===== config.mk =====
export PLATFORM = sky130hd
export DESIGN_NAME = ksi_keypad
export DESIGN_NICKNAME = d
export VERILOG_FILES = /design/src/ksi_pkg.sv /design/src/ksi_sync.sv /design/src/ksi_keypad.sv
export SDC_FILE = /design/constraint.sdc
export NUM_CORES = 1
export LEC_CHECK = 0
export BUFFER_PORTS_ARGS = -buffer_cell sky130_fd_sc_hd__buf_2
export CORE_ASPECT_RATIO = 0.8
export CORE_MARGIN = 2
export CORE_UTILIZATION = 49
export DETAILED_ROUTE_END_ITERATION = 8
export HOLD_SLACK_MARGIN = 0.06
export PLACE_DENSITY = 0.67
export SLEW_MARGIN = 20
export SYNTH_ARGS = -nofsm -noshare
export SYNTH_HDL_FRONTEND = slang
export SYNTH_SLANG_ARGS = --single-unit
export TNS_END_PERCENT = 50

===== constraint.sdc =====
create_clock -name pclk -period 6 [get_ports pclk]
set_input_delay 0.6 -clock pclk [delete_from_list [all_inputs] [get_ports pclk]]
set_output_delay 0.6 -clock pclk [all_outputs]
set_load 0.02 [all_outputs]

===== src/ksi_pkg.sv =====
// Shared constants, types and helpers for the keypad scan input block
`default_nettype none
package ksi_pkg;

  ////////////////////////////////////////////////////////////////////////////
  // Register byte offsets
  localparam logic [7:0] OFF_CTRL     = 8'h00;
  localparam logic [7:0] OFF_HEX_LO   = 8'h04;
  localparam logic [7:0] OFF_HEX_HI   = 8'h08;
  localparam logic [7:0] OFF_HEX_KEYS = 8'h0c;
  localparam logic [7:0] OFF_TEN_LO   = 8'h10;
  localparam logic [7:0] OFF_TEN_HI   = 8'h14;
  localparam logic [7:0] OFF_TEN_KEYS = 8'h18;
  localparam logic [7:0] OFF_IRQ_STAT = 8'h1c;
  localparam logic [7:0] OFF_IRQ_MASK = 8'h20;
  localparam logic [7:0] OFF_BASE     = 8'h24;
  localparam logic [7:0] OFF_FLAGS    = 8'h28;

  ////////////////////////////////////////////////////////////////////////////
  // Field positions and reset values
  localparam int CTRL_HEX_EN    = 0;
  localparam int CTRL_TEN_EN    = 1;
  localparam int IRQ_HEX_KEY    = 0;
  localparam int IRQ_TEN_KEY    = 1;
  localparam int IRQ_ERROR      = 2;
  localparam logic [1:0]  CTRL_RESET  = 2'h3;
  localparam logic [2:0]  MASK_RESET  = 3'h0;
  localparam logic [31:0] BASE_RESET  = 32'h0000_0000;
  localparam logic [15:0] AREA_LAST_DEFAULT = 16'h1fff;
  localparam int          SCAN_DIV_DEFAULT  = 8;
  localparam logic [15:0] HEX_GROUP_SPAN    = 16'h0002;
  localparam logic [15:0] TEN_GROUP_SPAN    = 16'h0001;

  ////////////////////////////////////////////////////////////////////////////
  // Types
  typedef enum logic [1:0] {
    HS_IDLE = 2'b00,
    HS_SCAN = 2'b01,
    HS_HELD = 2'b11
  } hex_state_type;

  typedef struct packed {
    logic        psel;
    logic        penable;
    logic        pwrite;
    logic [7:0]  paddr;
    logic [31:0] pwdata;
  } apb_req_type;

  typedef struct packed {
    logic        pready;
    logic        pslverr;
    logic [31:0] prdata;
  } apb_rsp_type;

  ////////////////////////////////////////////////////////////////////////////
  // Helpers
  function automatic logic bcd_ok(input logic [15:0] v);
    bcd_ok = (v[3:0] < 4'ha) && (v[7:4] < 4'ha) && (v[11:8] < 4'ha) && (v[15:12] < 4'ha);
  endfunction : bcd_ok

  function automatic logic [15:0] bcd_to_bin(input logic [15:0] v);
    bcd_to_bin = 16'(v[15:12] * 1000) + 16'(v[11:8] * 100) + 16'(v[7:4] * 10)
               + 16'(v[3:0]);
  endfunction : bcd_to_bin

  function automatic logic [3:0] low_index(input logic [15:0] v);
    logic [3:0] idx;
    idx = 4'h0;
    for (int i = 15; i >= 0; i--)
    begin
      if (v[i])
      begin
        idx = 4'(i);
      end
    end
    low_index = idx;
  endfunction : low_index

endpackage : ksi_pkg
`default_nettype wire


===== src/ksi_sync.sv =====
// Two flip-flop synchroniser for a bus of asynchronous pin levels
`timescale 1ns/1ps
`default_nettype none
module ksi_sync #(
  parameter int W = 4
) (
  // Clock and reset
  input  wire logic         pclk,
  input  wire logic         presetn,
  // Levels
  input  wire logic [W-1:0] d,
  output var  logic [W-1:0] q
);

  logic [W-1:0] meta_q;

  always_ff @(posedge pclk or negedge presetn)
  begin
    if (!presetn)
    begin
      meta_q <= '0;
      q      <= '0;
    end
    else
    begin
      meta_q <= d;
      q      <= meta_q;
    end
  end

endmodule : ksi_sync
`default_nettype wire


===== src/ksi_keypad.sv =====
// Hex matrix scanner and ten-key reader with APB registers and interrupt
//
// The implementer's own choices: the address map and the APB slave port.
`timescale 1ns/1ps
`default_nettype none
// What this block does
// - Each function idles unless enabled; scans and updates only while enabled.
// - Hex value is eight digits across two 16-bit words, low word least significant.
// - Accepted hex key shifts value left one digit, key enters lowest digit.
// - While hex key k held, key word bit k and drive bit 4 are set.
// - While one hex key is held, all other hex keys are ignored.
// - A hex key press resolves within five scan cycles.
// - Key found by driving matrix lines and sampling return lines.
// - Five drive outputs and four return inputs; output 4 flags key down.
// - Hex scanning starts from the first cycle after reset.
// - Busy flag is high in every cycle after one in which the hex function runs.
// - Error and no operation when the result group crosses the area end.
// - Error when result pointer is not BCD or lies beyond the area.
// - Accepted ten-key shifts BCD value left, digit enters lowest place.
// - While ten-key k held, status bit k is set; only ten bits used.
// - While one ten-key is held, other keys are refused.
// - Ten direct inputs, key n wired to input n.
module ksi_keypad #(
  parameter int          SCAN_DIV  = ksi_pkg::SCAN_DIV_DEFAULT,
  parameter logic [15:0] AREA_LAST = ksi_pkg::AREA_LAST_DEFAULT
) (
  // Clock and reset
  input  wire logic                 pclk,
  input  wire logic                 presetn,
  // APB slave
  input  wire ksi_pkg::apb_req_type apb_req,
  output var  ksi_pkg::apb_rsp_type apb_rsp,
  // Hex matrix pins
  input  wire logic [3:0]           key_input_word,
  output var  logic [4:0]           matrix_drive_word,
  // Ten-key pins
  input  wire logic [9:0]           ten_key_input,
  // Status
  output var  logic                 hex_scan_busy_flag,
  output var  logic                 error_flag,
  output var  logic                 irq
);

  ////////////////////////////////////////////////////////////////////////////
  // Pin synchronisers
  logic [3:0] row_s;
  logic [9:0] ten_s;

  ksi_sync #(.W(4)) u_row_sync (
    .pclk    (pclk),
    .presetn (presetn),
    .d       (key_input_word),
    .q       (row_s)
  );

  ksi_sync #(.W(10)) u_ten_sync (
    .pclk    (pclk),
    .presetn (presetn),
    .d       (ten_key_input),
    .q       (ten_s)
  );

  ////////////////////////////////////////////////////////////////////////////
  // Scan-cycle divider
  // one scan cycle per tick; a press resolves within five ticks
  logic [7:0] div_q;
  wire        scan_tick = (div_q == 8'(SCAN_DIV - 1));

  always_ff @(posedge pclk or negedge presetn)
  begin
    if (!presetn)
      div_q <= 8'h00;
    else
      div_q <= scan_tick ? 8'h00 : div_q + 8'h01;
  end

  ////////////////////////////////////////////////////////////////////////////
  // Registers and bus decode
  logic [1:0]  ctrl_q;
  logic [31:0] base_q;
  logic [2:0]  stat_q;
  logic [2:0]  mask_q;
  logic [31:0] hex_val_q;
  logic [31:0] ten_val_q;
  logic [15:0] hex_keys_q;
  logic [9:0]  ten_keys_q;
  logic [31:0] prdata_q;

  wire setup_rd = apb_req.psel && !apb_req.penable && !apb_req.pwrite;
  wire wr_acc   = apb_req.psel && apb_req.penable && apb_req.pwrite;
  wire [7:0] adr = apb_req.paddr;
  wire hit = (adr[1:0] == 2'b00) && (adr <= ksi_pkg::OFF_FLAGS);
  wire wr_ctrl = wr_acc && (adr == ksi_pkg::OFF_CTRL);
  wire wr_stat = wr_acc && (adr == ksi_pkg::OFF_IRQ_STAT);
  wire wr_mask = wr_acc && (adr == ksi_pkg::OFF_IRQ_MASK);
  wire wr_base = wr_acc && (adr == ksi_pkg::OFF_BASE);

  ////////////////////////////////////////////////////////////////////////////
  // Result-area checks
  wire [15:0] hex_base = base_q[15:0];
  wire [15:0] ten_base = base_q[31:16];
  wire [15:0] area_bin = ksi_pkg::bcd_to_bin(AREA_LAST);
  // pointer not BCD or past the area
  // whole group must fit inside the area
  wire hex_err = !ksi_pkg::bcd_ok(hex_base) ||
                 (ksi_pkg::bcd_to_bin(hex_base) > area_bin - ksi_pkg::HEX_GROUP_SPAN);
  wire ten_err = !ksi_pkg::bcd_ok(ten_base) ||
                 (ksi_pkg::bcd_to_bin(ten_base) > area_bin - ksi_pkg::TEN_GROUP_SPAN);
  // each function runs only while enabled and its area is good
  wire hex_run = ctrl_q[ksi_pkg::CTRL_HEX_EN] && !hex_err;
  wire ten_run = ctrl_q[ksi_pkg::CTRL_TEN_EN] && !ten_err;
  wire err_now = (ctrl_q[ksi_pkg::CTRL_HEX_EN] && hex_err) ||
                 (ctrl_q[ksi_pkg::CTRL_TEN_EN] && ten_err);

  ////////////////////////////////////////////////////////////////////////////
  // Hex matrix scanner
  ksi_pkg::hex_state_type hs_q;
  ksi_pkg::hex_state_type hs_d;
  logic [1:0] col_q;
  logic [1:0] row_held_q;

  wire [3:0] row_idx   = ksi_pkg::low_index({12'h000, row_s});
  wire [3:0] hex_key   = {row_idx[1:0], col_q};
  wire       row_any   = |row_s;
  wire       held_gone = !row_s[row_held_q];
  // new keys only from SCAN, never while one is held
  wire       hex_accept = hex_run && (hs_q == ksi_pkg::HS_SCAN) && scan_tick && row_any;
  wire       hex_release = (hs_q == ksi_pkg::HS_HELD) && scan_tick && held_gone;

  always_comb
  begin
    hs_d = hs_q;
    case (hs_q)
      ksi_pkg::HS_IDLE: hs_d = hex_run ? ksi_pkg::HS_SCAN : ksi_pkg::HS_IDLE;
      ksi_pkg::HS_SCAN: hs_d = !hex_run ? ksi_pkg::HS_IDLE :
                               hex_accept ? ksi_pkg::HS_HELD : ksi_pkg::HS_SCAN;
      ksi_pkg::HS_HELD: hs_d = !hex_run ? ksi_pkg::HS_IDLE :
                               hex_release ? ksi_pkg::HS_SCAN : ksi_pkg::HS_HELD;
      default:          hs_d = ksi_pkg::HS_IDLE;
    endcase
  end

  // reset leaves the scanner enabled so it starts at once
  always_ff @(posedge pclk or negedge presetn)
  begin
    if (!presetn)
      hs_q <= ksi_pkg::HS_IDLE;
    else
      hs_q <= hs_d;
  end

  // fixed rotating column, parked while a key is held
  always_ff @(posedge pclk or negedge presetn)
  begin
    if (!presetn)
      col_q <= 2'h0;
    else if (hs_q == ksi_pkg::HS_SCAN && scan_tick && !row_any)
      col_q <= col_q + 2'h1;
  end

  // shift one digit left, key into lowest digit
  always_ff @(posedge pclk or negedge presetn)
  begin
    if (!presetn)
    begin
      hex_val_q  <= 32'h0000_0000;
      row_held_q <= 2'h0;
    end
    else if (hex_accept)
    begin
      hex_val_q  <= {hex_val_q[27:0], hex_key};
      row_held_q <= row_idx[1:0];
    end
  end

  // key word bit follows the held key
  always_ff @(posedge pclk or negedge presetn)
  begin
    if (!presetn)
      hex_keys_q <= 16'h0000;
    else if (hex_accept)
      hex_keys_q <= 16'h0001 << hex_key;
    else if (hex_release || hs_d == ksi_pkg::HS_IDLE)
      hex_keys_q <= 16'h0000;
  end

  // one-hot drive on 0..3, key-down on 4; quiet when idle
  always_ff @(posedge pclk or negedge presetn)
  begin
    if (!presetn)
      matrix_drive_word <= 5'h00;
    else if (hs_d == ksi_pkg::HS_IDLE)
      matrix_drive_word <= 5'h00;
    else
      matrix_drive_word <= {hs_d == ksi_pkg::HS_HELD,
                            4'h1 << (hex_accept || hs_q == ksi_pkg::HS_HELD ||
                                     !(scan_tick && hs_q == ksi_pkg::HS_SCAN) ?
                                     col_q : col_q + 2'h1)};
  end

  assign hex_scan_busy_flag = (hs_q != ksi_pkg::HS_IDLE);

  ////////////////////////////////////////////////////////////////////////////
  // Ten-key reader
  logic       ten_held_q;
  logic [3:0] ten_idx_q;

  wire [3:0] ten_first   = ksi_pkg::low_index({6'h00, ten_s});
  // a new key only while nothing is held
  wire       ten_accept  = ten_run && scan_tick && !ten_held_q && (|ten_s);
  wire       ten_release = ten_held_q && scan_tick && !ten_s[ten_idx_q];

  always_ff @(posedge pclk or negedge presetn)
  begin
    if (!presetn)
    begin
      ten_val_q  <= 32'h0000_0000;
      ten_idx_q  <= 4'h0;
      ten_held_q <= 1'b0;
    end
    else if (!ten_run)
      ten_held_q <= 1'b0;
    else if (ten_accept)
    begin
      ten_val_q  <= {ten_val_q[27:0], ten_first};
      ten_idx_q  <= ten_first;
      ten_held_q <= 1'b1;
    end
    else if (ten_release)
      ten_held_q <= 1'b0;
  end

  // status bit of the held digit only
  always_ff @(posedge pclk or negedge presetn)
  begin
    if (!presetn)
      ten_keys_q <= 10'h000;
    else if (ten_accept)
      ten_keys_q <= 10'h001 << ten_first;
    else if (ten_release || !ten_run)
      ten_keys_q <= 10'h000;
  end

  ////////////////////////////////////////////////////////////////////////////
  // Control, base and interrupt registers
  logic err_q;
  wire  err_rise = err_now && !err_q;
  wire [2:0] ev = {err_rise, ten_accept, hex_accept};

  always_ff @(posedge pclk or negedge presetn)
  begin
    if (!presetn)
    begin
      ctrl_q <= ksi_pkg::CTRL_RESET;
      mask_q <= ksi_pkg::MASK_RESET;
      base_q <= ksi_pkg::BASE_RESET;
      err_q  <= 1'b0;
    end
    else
    begin
      err_q <= err_now;
      if (wr_ctrl)
        ctrl_q <= apb_req.pwdata[1:0];
      if (wr_mask)
        mask_q <= apb_req.pwdata[2:0];
      if (wr_base)
        base_q <= apb_req.pwdata;
    end
  end

  // Set wins over a write-one clear in the same cycle
  always_ff @(posedge pclk or negedge presetn)
  begin
    if (!presetn)
      stat_q <= 3'h0;
    else
      stat_q <= (stat_q & ~(wr_stat ? apb_req.pwdata[2:0] : 3'h0)) | ev;
  end

  assign irq        = |(stat_q & mask_q);
  assign error_flag = err_q;

  ////////////////////////////////////////////////////////////////////////////
  // Read path: captured in setup so the access phase sees a flop
  // low word holds the least significant four digits
  wire [31:0] rd_mux =
      (adr == ksi_pkg::OFF_CTRL)     ? {30'h0, ctrl_q} :
      (adr == ksi_pkg::OFF_HEX_LO)   ? {16'h0, hex_val_q[15:0]} :
      (adr == ksi_pkg::OFF_HEX_HI)   ? {16'h0, hex_val_q[31:16]} :
      (adr == ksi_pkg::OFF_HEX_KEYS) ? {16'h0, hex_keys_q} :
      (adr == ksi_pkg::OFF_TEN_LO)   ? {16'h0, ten_val_q[15:0]} :
      (adr == ksi_pkg::OFF_TEN_HI)   ? {16'h0, ten_val_q[31:16]} :
      (adr == ksi_pkg::OFF_TEN_KEYS) ? {22'h0, ten_keys_q} :
      (adr == ksi_pkg::OFF_IRQ_STAT) ? {29'h0, stat_q} :
      (adr == ksi_pkg::OFF_IRQ_MASK) ? {29'h0, mask_q} :
      (adr == ksi_pkg::OFF_BASE)     ? base_q :
      (adr == ksi_pkg::OFF_FLAGS)    ? {30'h0, err_q, hex_scan_busy_flag} :
                                       32'h0000_0000;

  always_ff @(posedge pclk or negedge presetn)
  begin
    if (!presetn)
      prdata_q <= 32'h0000_0000;
    else if (setup_rd)
      prdata_q <= rd_mux;
  end

  // One driver for the whole response struct
  assign apb_rsp = '{pready:  1'b1,
                     pslverr: apb_req.psel && apb_req.penable && !hit,
                     prdata:  prdata_q};
endmodule : ksi_keypad
`default_nettype wire


* Word level (Yosys, flattened, before mapping) *
Cells that the tools add are included.

word-level totals
  output and inout port bits = 42
  flip-flop bits (word level) = 215
  bits of input ports = 59

cells by class
  reductions and logical operators = 65
  multiply operators = 6
  bitwise operators = 4
  add/subtract/negate cells = 8
  $lt $le $gt $ge = 13
  multiplexer cells = 46
  shift operators = 3
  eq/ne operators = 15

operator list
  kind                  count
  $mux 32               10
  $mux 4                10
  $logic_and 1x1->1     33
  $add 15x8->16         2
  $add 16x4->16         2
  $eq 8x5->1 const B    4
  $gt 16x12->1 const B  2
  $lt 4x4->1 const B    8
  $mux 16               2
  $add 14x11->15        2
  $eq 8x6->1 const B    3
  $mul 4x7->11 const B  2
  $mux 10               2
  $mux 2                10
  $mul 4x5->9 const B   2
  $eq 8x3->1 const B    2
  $eq 8x4->1 const B    2
  $shl 1x4->16 const A  1
  $logic_not 1->1       14
  $mul 4x3->7 const B   2
  $reduce_or 10->1      1
  $shl 1x4->10 const A  1
  $add 8x1->8 const B   1
  $le 8x6->1 const B    1
  24 further kinds      41

* Logic depth before layout (Yosys ltp) *
Gate-level depths: netlist (run 1).

  depth after elaboration = 18
  gate-level depth with buffers = 22
  depth with buffers taken out = 20

* Hierarchy *
Synthesis (run 1) repeated with hierarchy kept, for this count alone.

unflattened totals
  cell total of the unflattened synthesis = 1151
  area, all modules = 12253.0 um2

modules (own cells, without submodules)
  module                  sequential area each (um2)  cells an instance  instances  area an instance (um2)
  ksi_keypad              4531.8                      1123               1          11552.3
  ksi_sync at u_ten_sync  500.5                       20                 1          500.5
  ksi_sync at u_row_sync  200.2                       8                  1          200.2

* Worst setup path after synthesis (run 1) *
OpenSTA, ideal clock, no wires.

  path type = reg2reg
  start = register base_q[14]
  end = register hex_val_q[10]
  setup slack = 696 ps
  data arrival time = 5179 ps
  library setup time = 125 ps
  period minus slack after synthesis = 5304 ps
  path buffers = 2
  cell stages (with the launch flop) = 22
  path through = dfrtp_1 > fa_1 > inv_1 > fa_1 > inv_1 > ha_1 > inv_1 > o21ai_0 > xor2_1 > ha_1 > ha_1 > ha_1 > o211ai_1 > and2_1 > a211o_1 > a221o_1 > a21oi_1 > and3b_2 > and3_1 > buf_6 > buf_12 > mux2_4

between the ends
  cells in the longest elaborated chain, start to end = 11
  elaborated cells between the ends (all ways) = 14
  those cells by class = add/sub: 3; mul: 1; order compare: 2; reduce/logical: 8

RTL lines
  element                             RTL line           RTL
  start, declared                     ksi_keypad.sv:80   logic [31:0] base_q;
  start signal, assigned              ksi_keypad.sv:256  base_q <= ksi_pkg::BASE_RESET;
  start signal, assigned              ksi_keypad.sv:267  base_q <= apb_req.pwdata;
  $mul 4x7->11                        ksi_pkg.sv:63      bcd_to_bin = 16'(v[15:12] * 1000) + 16'(v[11:8] * 100) + 16'(v[7:4] * 10)
  $add 14x11->15                      ksi_pkg.sv:63
  $add 15x8->16                       ksi_pkg.sv:63
  $add 16x4->16                       ksi_pkg.sv:64      + 16'(v[3:0]);
  $gt 16x12->1                        ksi_keypad.sv:106  (ksi_pkg::bcd_to_bin(hex_base) > area_bin - ksi_pkg::HEX_GROUP_SPAN);
  $logic_or 1x1->1 (*)                ksi_keypad.sv:105  wire hex_err = !ksi_pkg::bcd_ok(hex_base) ||
  $logic_not 1->1 (*)                 ksi_keypad.sv:110  wire hex_run = ctrl_q[ksi_pkg::CTRL_HEX_EN] && !hex_err;
  $logic_and 1x1->1 (*)               ksi_keypad.sv:110
  $logic_and 1x1->1 (*) (3 in a row)  ksi_keypad.sv:127  wire hex_accept = hex_run && (hs_q == ksi_pkg::HS_SCAN) && scan_tick && row_any;
  end signal, assigned                ksi_keypad.sv:171  hex_val_q <= {hex_val_q[27:0], hex_key};
  end, declared                       ksi_keypad.sv:83   logic [31:0] hex_val_q;

Mark *: on every way between the ends. The rest lies on a longest branch, timed or not.
A chain may end at the register's enable or synchronous reset.

* Final worst setup path (run 1) *
  start = register base_q[13]
  end = register hex_val_q[31]

The elaborated chain is that of the path after synthesis.

==> results of run 1 <==
## placed cells by master (no fill, tap or decap), types with 4 or more instances in the layout
cell       synthesis  layout
clkbuf_1          17       4
o21ai_0           43      41
o21a_1             5       5
buf_2              7      98
a21o_1            12      12
xnor2_1           20      20
nor2b_1            5       5
o21bai_1           4       4
a221oi_1          21      21
nor2_1            59      59
nand2_1           87      87
a211o_1            4       4
ha_1             108     108
a32o_1            19      19
nor3_1            20      18
dfrtp_1          207     207
fa_1              34      34
a222oi_1           7       7
and2_1             4       4
a31oi_1            6       6
and3_1            17      16
nand3_1           31      31
a21oi_1           30      29
a22oi_1            7       7
inv_1             86      86
nand4_1            4       4
a22o_1             9       9
a211oi_1           7       7
nand2b_1          17      17
clkbuf_16          0      24
mux2_2            71      71
clkinv_2           0       7
nor4_1            13      12
o211ai_1           4       4
mux2_4            28      28
mux2i_1            9       9
buf_4              1      10
xor2_1             9       9
o31ai_1           13      13
## report_power, final
part | internal (uW) | switching, uW | total (uW)
registers | 1430 | 16.8 | 1440
logic | 63.3 | 115 | 178
clock network | 820 | 587 | 1410
## synth_stat cells, types with 19 or more instances
| master | count | share of area, % |
|---|---|---|
| inv_1 | 86 | 2.6 |
| nor3_1 | 20 | 0.81 |
| xnor2_1 | 20 | 1.4 |
| dfrtp_1 | 207 | 42 |
| fa_1 | 34 | 5.5 |
| mux2_2 | 71 | 6.5 |
| nor2_1 | 59 | 1.8 |
| a221oi_1 | 21 | 1.5 |
| nand3_1 | 31 | 1.3 |
| a21oi_1 | 30 | 1.2 |
| a32o_1 | 19 | 1.5 |
| ha_1 | 108 | 11 |
| nand2_1 | 87 | 2.6 |
| mux2_4 | 28 | 3.4 |
| o21ai_0 | 43 | 1.7 |
## kinds of logic after synthesis
family / Yosys count / synth area share, %
other: 1 / 0.0303
multiplexers: 112 / 11.2
AO/OA/AOI/OAI: 221 / 13.2
XOR/XNOR: 29 / 2.05
buffers and inverters: 123 / 4.28
AND/OR/NAND/NOR: 272 / 10.6
flip-flops: 209 / 42.3
adder cells (fa/ha/maj): 142 / 16.4
## layer usage
metal,vias to the layer above,wire (um)
met1,4499,14700
met5,-,13
met3,51,2000
li1,4223,-
met4,2,639
met2,314,12600
## registers in the layout (all words and copies together), names as in the netlist
| name | count |
|---|---|
| hex_val_q | 32 |
| hs_q | 2 |
| matrix_drive_word | 5 |
| hex_keys_q | 16 |
| u_ten_sync.q | 10 |
| u_ten_sync.meta_q | 10 |
| ctrl_q | 2 |
| prdata_q | 32 |
| base_q | 32 |
| u_row_sync.meta_q | 4 |
| stat_q | 3 |
| u_row_sync.q | 4 |
| ten_held_q | 1 |
| div_q | 8 |
| col_q | 2 |
| ten_keys_q | 10 |
| error_flag | 1 |
| ten_val_q | 32 |
| mask_q | 3 |
## how the worst max path moves through the flow
stage / start / end / slack (ns)
finish: base_q[13] / hex_val_q[31] / 0.28
global route: base_q[13] / hex_val_q[0] / 0.008
CTS: base_q[13] / hex_val_q[31] / 0.20
detailed placement: base_q[13] / hex_val_q[31] / 0.21
global placement: base_q[13] / hex_val_q[0] / 0.36
floorplan: base_q[14] / hex_val_q[10] / 0.70
## cell type report
class                           count  share of cell area (%)
Multi-Input combinational cell    777                    47.5
Inverter                           89                    2.38
Sequential cell                   209                    37.3
Timing Repair Buffer              112                    4.60
Tap cell                          324                    2.89
Clock buffer                       29                    4.41
Clock inverter                     12                   0.866
## worst reg2reg max path, stage by stage, from the launching register on
cell      delay (ns)
dfrtp_1         0.47
fa_1            0.64
inv_1           0.10
fa_1            0.52
inv_1           0.04
ha_1            0.30
inv_1           0.06
o21ai_1         0.17
a21oi_2         0.09
xnor2_1         0.13
ha_1            0.29
ha_1            0.29
ha_1            0.38
o211a_1         0.17
a211oi_4        0.22
a21oi_1         0.07
a221o_1         0.37
a21oi_1         0.18
and3b_2         0.28
and3_2          0.29
buf_12          0.20
mux2_2          0.36
## per-stage QoR
stage | hold WS (ns) | utilization, % | cell area [um2] | cells | total power [uW]
floorplan | 0.304 | - | 12400 | 1109 | 1560
global placement | 0.332 | 52.8 | 13200 | 1510 | 1640
detailed placement | 0.336 | 52.8 | 13200 | 1510 | 1650
CTS | 0.180 | 55.7 | 14000 | 1551 | 3050
global route | 0.181 | 55.9 | 14000 | 1552 | 3130
finish | 0.193 | 55.9 | 14000 | 1552 | 3030
==> flow_metrics.env, run 1 <==
export IMPL_drive_gt1_share_pct=22.0
export IMPL_cp_depth=21
export IMPL_clkTransAtPathRegs_ns=0.06
export IMPL_path_buf_inv=4
export IMPL_num_io_pins=101
export IMPL_setup_viol_count_final=0
export IMPL_min_period_ns=5.72
export IMPL_drv_cap=0
export IMPL_worstReg2RegEnd="hex_val_q[31]"
export IMPL_grt_antenna_before_repair=1
export IMPL_min_path_type="input port to flip-flop"
export IMPL_cp_required_ns=6.40
export IMPL_path_max_fanout=17
export IMPL_rsz0062_at_grt="no"
export IMPL_seq_area_um2=5230
export IMPL_synth_ff_type="dfrtp_1"
export IMPL_cellLeakagePower_uw=0.00734
export IMPL_post_cts_buffers=0
export IMPL_cpMaxStageDelayCell="fa_1"
export IMPL_ys_warn_count=0
export IMPL_worstPathArrival_ns=6.12
export IMPL_place_ws_ns=0.208
export IMPL_yosys_register_bits=209
export IMPL_r2r_start="base_q[13]"
export IMPL_first_pass_iters=5
export IMPL_synthDistinctLibCells=77
export IMPL_synth_yosys_seq_area_share_pct=42.3
export IMPL_whs_path_depth=1
export IMPL_htreeDepth=1
export IMPL_nets=1413
export IMPL_fp_dieH_um=146
export IMPL_chipWidth_um=182
export IMPL_worstSetupPathType="flip-flop to flip-flop"
export IMPL_diodes=0
export IMPL_synthCells=1109
export IMPL_fp_coreArea_um2=25000
export IMPL_synthArstFlopShare_pct=100
export IMPL_fmax_mhz=175
export IMPL_min_from="ten_key_input[0]"
export IMPL_avgSynthCellArea_um2=11.2
export IMPL_finalCritPeriodShare_pct=95.4
export IMPL_fin_ws_ns=0.276
export IMPL_hold_violations=0
export IMPL_power_density_nw_per_um2=216
export IMPL_grt_use_total_pct=23.2
export IMPL_path_delay_family="adder cells"
export IMPL_grt_pass1_vias=8919
export IMPL_grt_busiest_layer="met1"
export IMPL_overflow=0
export IMPL_max_slew_margin_rel_pct=27.1
export IMPL_drt_wl_total_mm=30.0
export IMPL_area_delta_synth_final_pct=13.1
export IMPL_status="finished clean"
export IMPL_grt_max_degree=116
export IMPL_use_met2_pct=33.8
export IMPL_viasPerCell=5.86
export IMPL_finalClockSkew_ns=0.0153
export IMPL_clockBufferDepth=3
export IMPL_clock_latency_ns=0.52
export IMPL_dp_hpwl_mm=22.4
export IMPL_crit_top_cell="ha_1"
export IMPL_synth_edf_count=0
export IMPL_grt_met1_usage_pct=36.0
export IMPL_multi_input_area_um2=6660
export IMPL_ir_drop_v=0.000197
export IMPL_grt_pass1_wl_mm=49.2
export IMPL_numCtsBuffers=23
export IMPL_ctsResizeCount=0
export IMPL_nFillCells=2180
export IMPL_place_congestion=0.891
export IMPL_clock_sinks=209
export IMPL_rows=52
export IMPL_fp_dieArea_um2=26600
export IMPL_wire_per_inst_um=19.3
export IMPL_groute_layer_met3_usage_pct=4.17
export IMPL_hold_end="u_ten_sync.meta_q[0]"
export IMPL_cp_end_kind="flip-flop"
export IMPL_reg2reg_depth=21
export IMPL_slew_viol_final=0
export IMPL_first_iter_violations=765
export IMPL_critPathLaunchType="flip-flop"
export IMPL_num_vias=9089
export IMPL_synth_nets=1310
export IMPL_start_util_pct=49.4
export IMPL_slowest_delay_ns=0.64
export IMPL_cts_tree="done"
export IMPL_tightest_slew_ns=1.09
export IMPL_setup_tns_final_ns=0
export IMPL_synthesis_area_um2=12400
export IMPL_crit_chain="fa_1 -> inv_1 -> fa_1 -> inv_1 -> ha_1 -> inv_1 -> o21ai_1 -> a21oi_2 -> xnor2_1 -> ha_1 -> ha_1 -> ha_1 -> o211a_1 -> a211oi_4 -> a21oi_1 -> a221o_1 -> a21oi_1 -> and3b_2 -> and3_2 -> buf_12 -> mux2_2"
export IMPL_ctsHoldBuffers=0
export IMPL_cts_root_buffer="clkbuf_16"
export IMPL_ant_nets=0
export IMPL_io_buffers=99
export IMPL_drc=0
export IMPL_worst_r2r_setup_slack_ns=0.28
(Power assumes the default switching activity.)
==> run 2: changes to the inputs <==
- CORE_UTILIZATION: 49 -> 55
- PLACE_DENSITY: 0.67 -> 0.77
- clock period: 6 -> 4.65 ns (I/O delays scaled with it)
==> flow_metrics.env, run 2 (same netlist as run 1, synthesis figures left out) <==
export IMPL_grt_pass1_vias=9792
export IMPL_min_from="ten_key_input[3]"
export IMPL_rsz0062_at_grt="yes"
export IMPL_crit_chain="fa_1 -> inv_2 -> fa_1 -> inv_2 -> ha_4 -> inv_4 -> o21ai_4 -> xor2_1 -> ha_1 -> ha_4 -> ha_4 -> o211ai_1 -> and2_1 -> a211o_1 -> a221o_1 -> a21oi_2 -> and3b_2 -> and3_4 -> clkbuf_16 -> mux2_4"
export IMPL_diodes=0
export IMPL_clkTransAtPathRegs_ns=0.07
export IMPL_num_io_pins=101
export IMPL_fin_ws_ns=-0.594
export IMPL_grt_use_total_pct=27.5
export IMPL_grt_antenna_before_repair=0
export IMPL_drt_wl_total_mm=32.7
export IMPL_cp_required_ns=5.06
export IMPL_max_slew_margin_rel_pct=29.6
export IMPL_critPathLaunchType="flip-flop"
export IMPL_finalCritPeriodShare_pct=113
export IMPL_finalClockSkew_ns=0.0190
export IMPL_worst_r2r_setup_slack_ns=-0.59
export IMPL_clockBufferDepth=3
export IMPL_worstReg2RegEnd="hex_val_q[14]"
export IMPL_fp_coreArea_um2=22300
export IMPL_fp_dieArea_um2=23700
export IMPL_reg2reg_depth=20
export IMPL_tightest_slew_ns=1.05
export IMPL_grt_pass1_wl_mm=51.8
export IMPL_slew_viol_final=0
export IMPL_hold_violations=0
export IMPL_hold_end="u_ten_sync.meta_q[3]"
export IMPL_whs_path_depth=1
export IMPL_min_period_ns=5.24
export IMPL_fp_dieH_um=138
export IMPL_numCtsBuffers=22
export IMPL_grt_max_degree=126
export IMPL_fin_area_um2=15500
export IMPL_htreeDepth=1
export IMPL_cpMaxStageDelayCell="fa_1"
export IMPL_violations="negative setup slack"
export IMPL_first_pass_iters=5
export IMPL_io_buffers=99
export IMPL_dp_hpwl_mm=23.3
export IMPL_area_delta_synth_final_pct=25.0
export IMPL_rows=49
export IMPL_wire_per_inst_um=19.9
export IMPL_drc=0
export IMPL_clock_sinks=209
export IMPL_viasPerCell=5.98
export IMPL_cts_tree="done"
export IMPL_ant_nets=0
export IMPL_first_iter_violations=999
export IMPL_fmax_mhz=191
export IMPL_num_vias=9821
export IMPL_slowest_delay_ns=0.60
export IMPL_chipWidth_um=172
export IMPL_min_path_type="input port to flip-flop"
export IMPL_drive_gt1_share_pct=32.1
export IMPL_ir_drop_v=0.000328
export IMPL_setup_viol_count_final=99
export IMPL_status="finished with violations"
export IMPL_r2r_start="base_q[14]"
export IMPL_nets=1520
export IMPL_start_util_pct=55.5
export IMPL_final_common_cell="dfrtp_1"
export IMPL_clock_latency_ns=0.52
export IMPL_placed_cell_area_um2=14200
export IMPL_crit_top_cell="ha_4"
export IMPL_power_density_nw_per_um2=257
export IMPL_cp_end_kind="flip-flop"
export IMPL_crit_start="base_q[14]"
export IMPL_cellLeakagePower_uw=0.00788
export IMPL_worstPathArrival_ns=5.65
export IMPL_path_max_fanout=7
export IMPL_overflow=0
export IMPL_drv_cap=0
export IMPL_cts_root_buffer="clkbuf_16"
export IMPL_worstSetupPathType="flip-flop to flip-flop"
export IMPL_place_congestion=0.877
export IMPL_setup_tns_final_ns=-34.58
export IMPL_most_common_layout_cells="dfrtp_1 (203), buf_2 (98), buf_4 (93)"
-- run 2: worst max-delay path by stage --
stage	to	slack, ns	depth (start not counted)
after floorplan	hex_val_q[10]	-0.37	20
after global placement	hex_val_q[31]	-0.44	17
after detailed placement	hex_val_q[31]	-0.53	17
after CTS	hex_val_q[29]	-0.49	17
after global routing	hex_val_q[23]	-0.74	20
final	hex_val_q[14]	-0.59	20
-- run 2: critical path: cells and delay by family (launching register included) --
kind,cells,cell delay [ns]
multiplexers,1,0.30
flip-flops,1,0.45
buffers and inverters,4,0.34
AND/OR/NAND/NOR,3,0.73
AO/OA/AOI/OAI,5,0.95
XOR/XNOR,1,0.18
adder cells (fa/ha/maj),6,2.18
-- run 2: where the power goes --
part | internal [uW] | switching [uW]
logic | 126 | 171
clock network | 1060 | 759
registers | 1840 | 17.9
total | 3020 | 948
-- run 2: cell type report --
cell class,count,area [um2]
inverters,89,337
clock buffers,28,614
repair buffers,220,1610
flip-flops and latches,209,5240
well taps,306,383
multi-input cells,777,7170
fillers,1626,6830
clock inverters,12,131
-- run 2: per-stage QoR --
stage               hold WS, ns  setup WS, ns  cells  total power (uW)  utilization [%]
finish                   0.0750        -0.594   1641              3970             69.4
global route             0.0660        -0.740   1641              4100             69.4
CTS                      0.0652        -0.493   1631              3980             68.1
detailed placement        0.335        -0.531   1572              2160             63.5
global placement          0.332        -0.437   1572              2150             63.5
floorplan                 0.169        -0.368   1109              2030                -
-- run 2: layer usage --
layer | track usage (%) | routed length (um) | vias up | share of wire [%]
met3 | 6.58 | 2630 | 59 | 8.0
li1 | - | - | 4443 | -
met5 | 0 | 0 | - | 0
met4 | 5.88 | 730 | 0 | 2.2
met2 | 42.1 | 14700 | 408 | 45
met1 | 40.1 | 14700 | 4911 | 45
-- run 2: what timing repair did --
action	in CTS	in global routing
endpoints found under the hold margin	12	0
setup endpoints to repair	101	102
pin swaps	18	30
hold buffers	12	0
cloned	0	4
buffers inserted	7	6
gates resized for setup	30	25
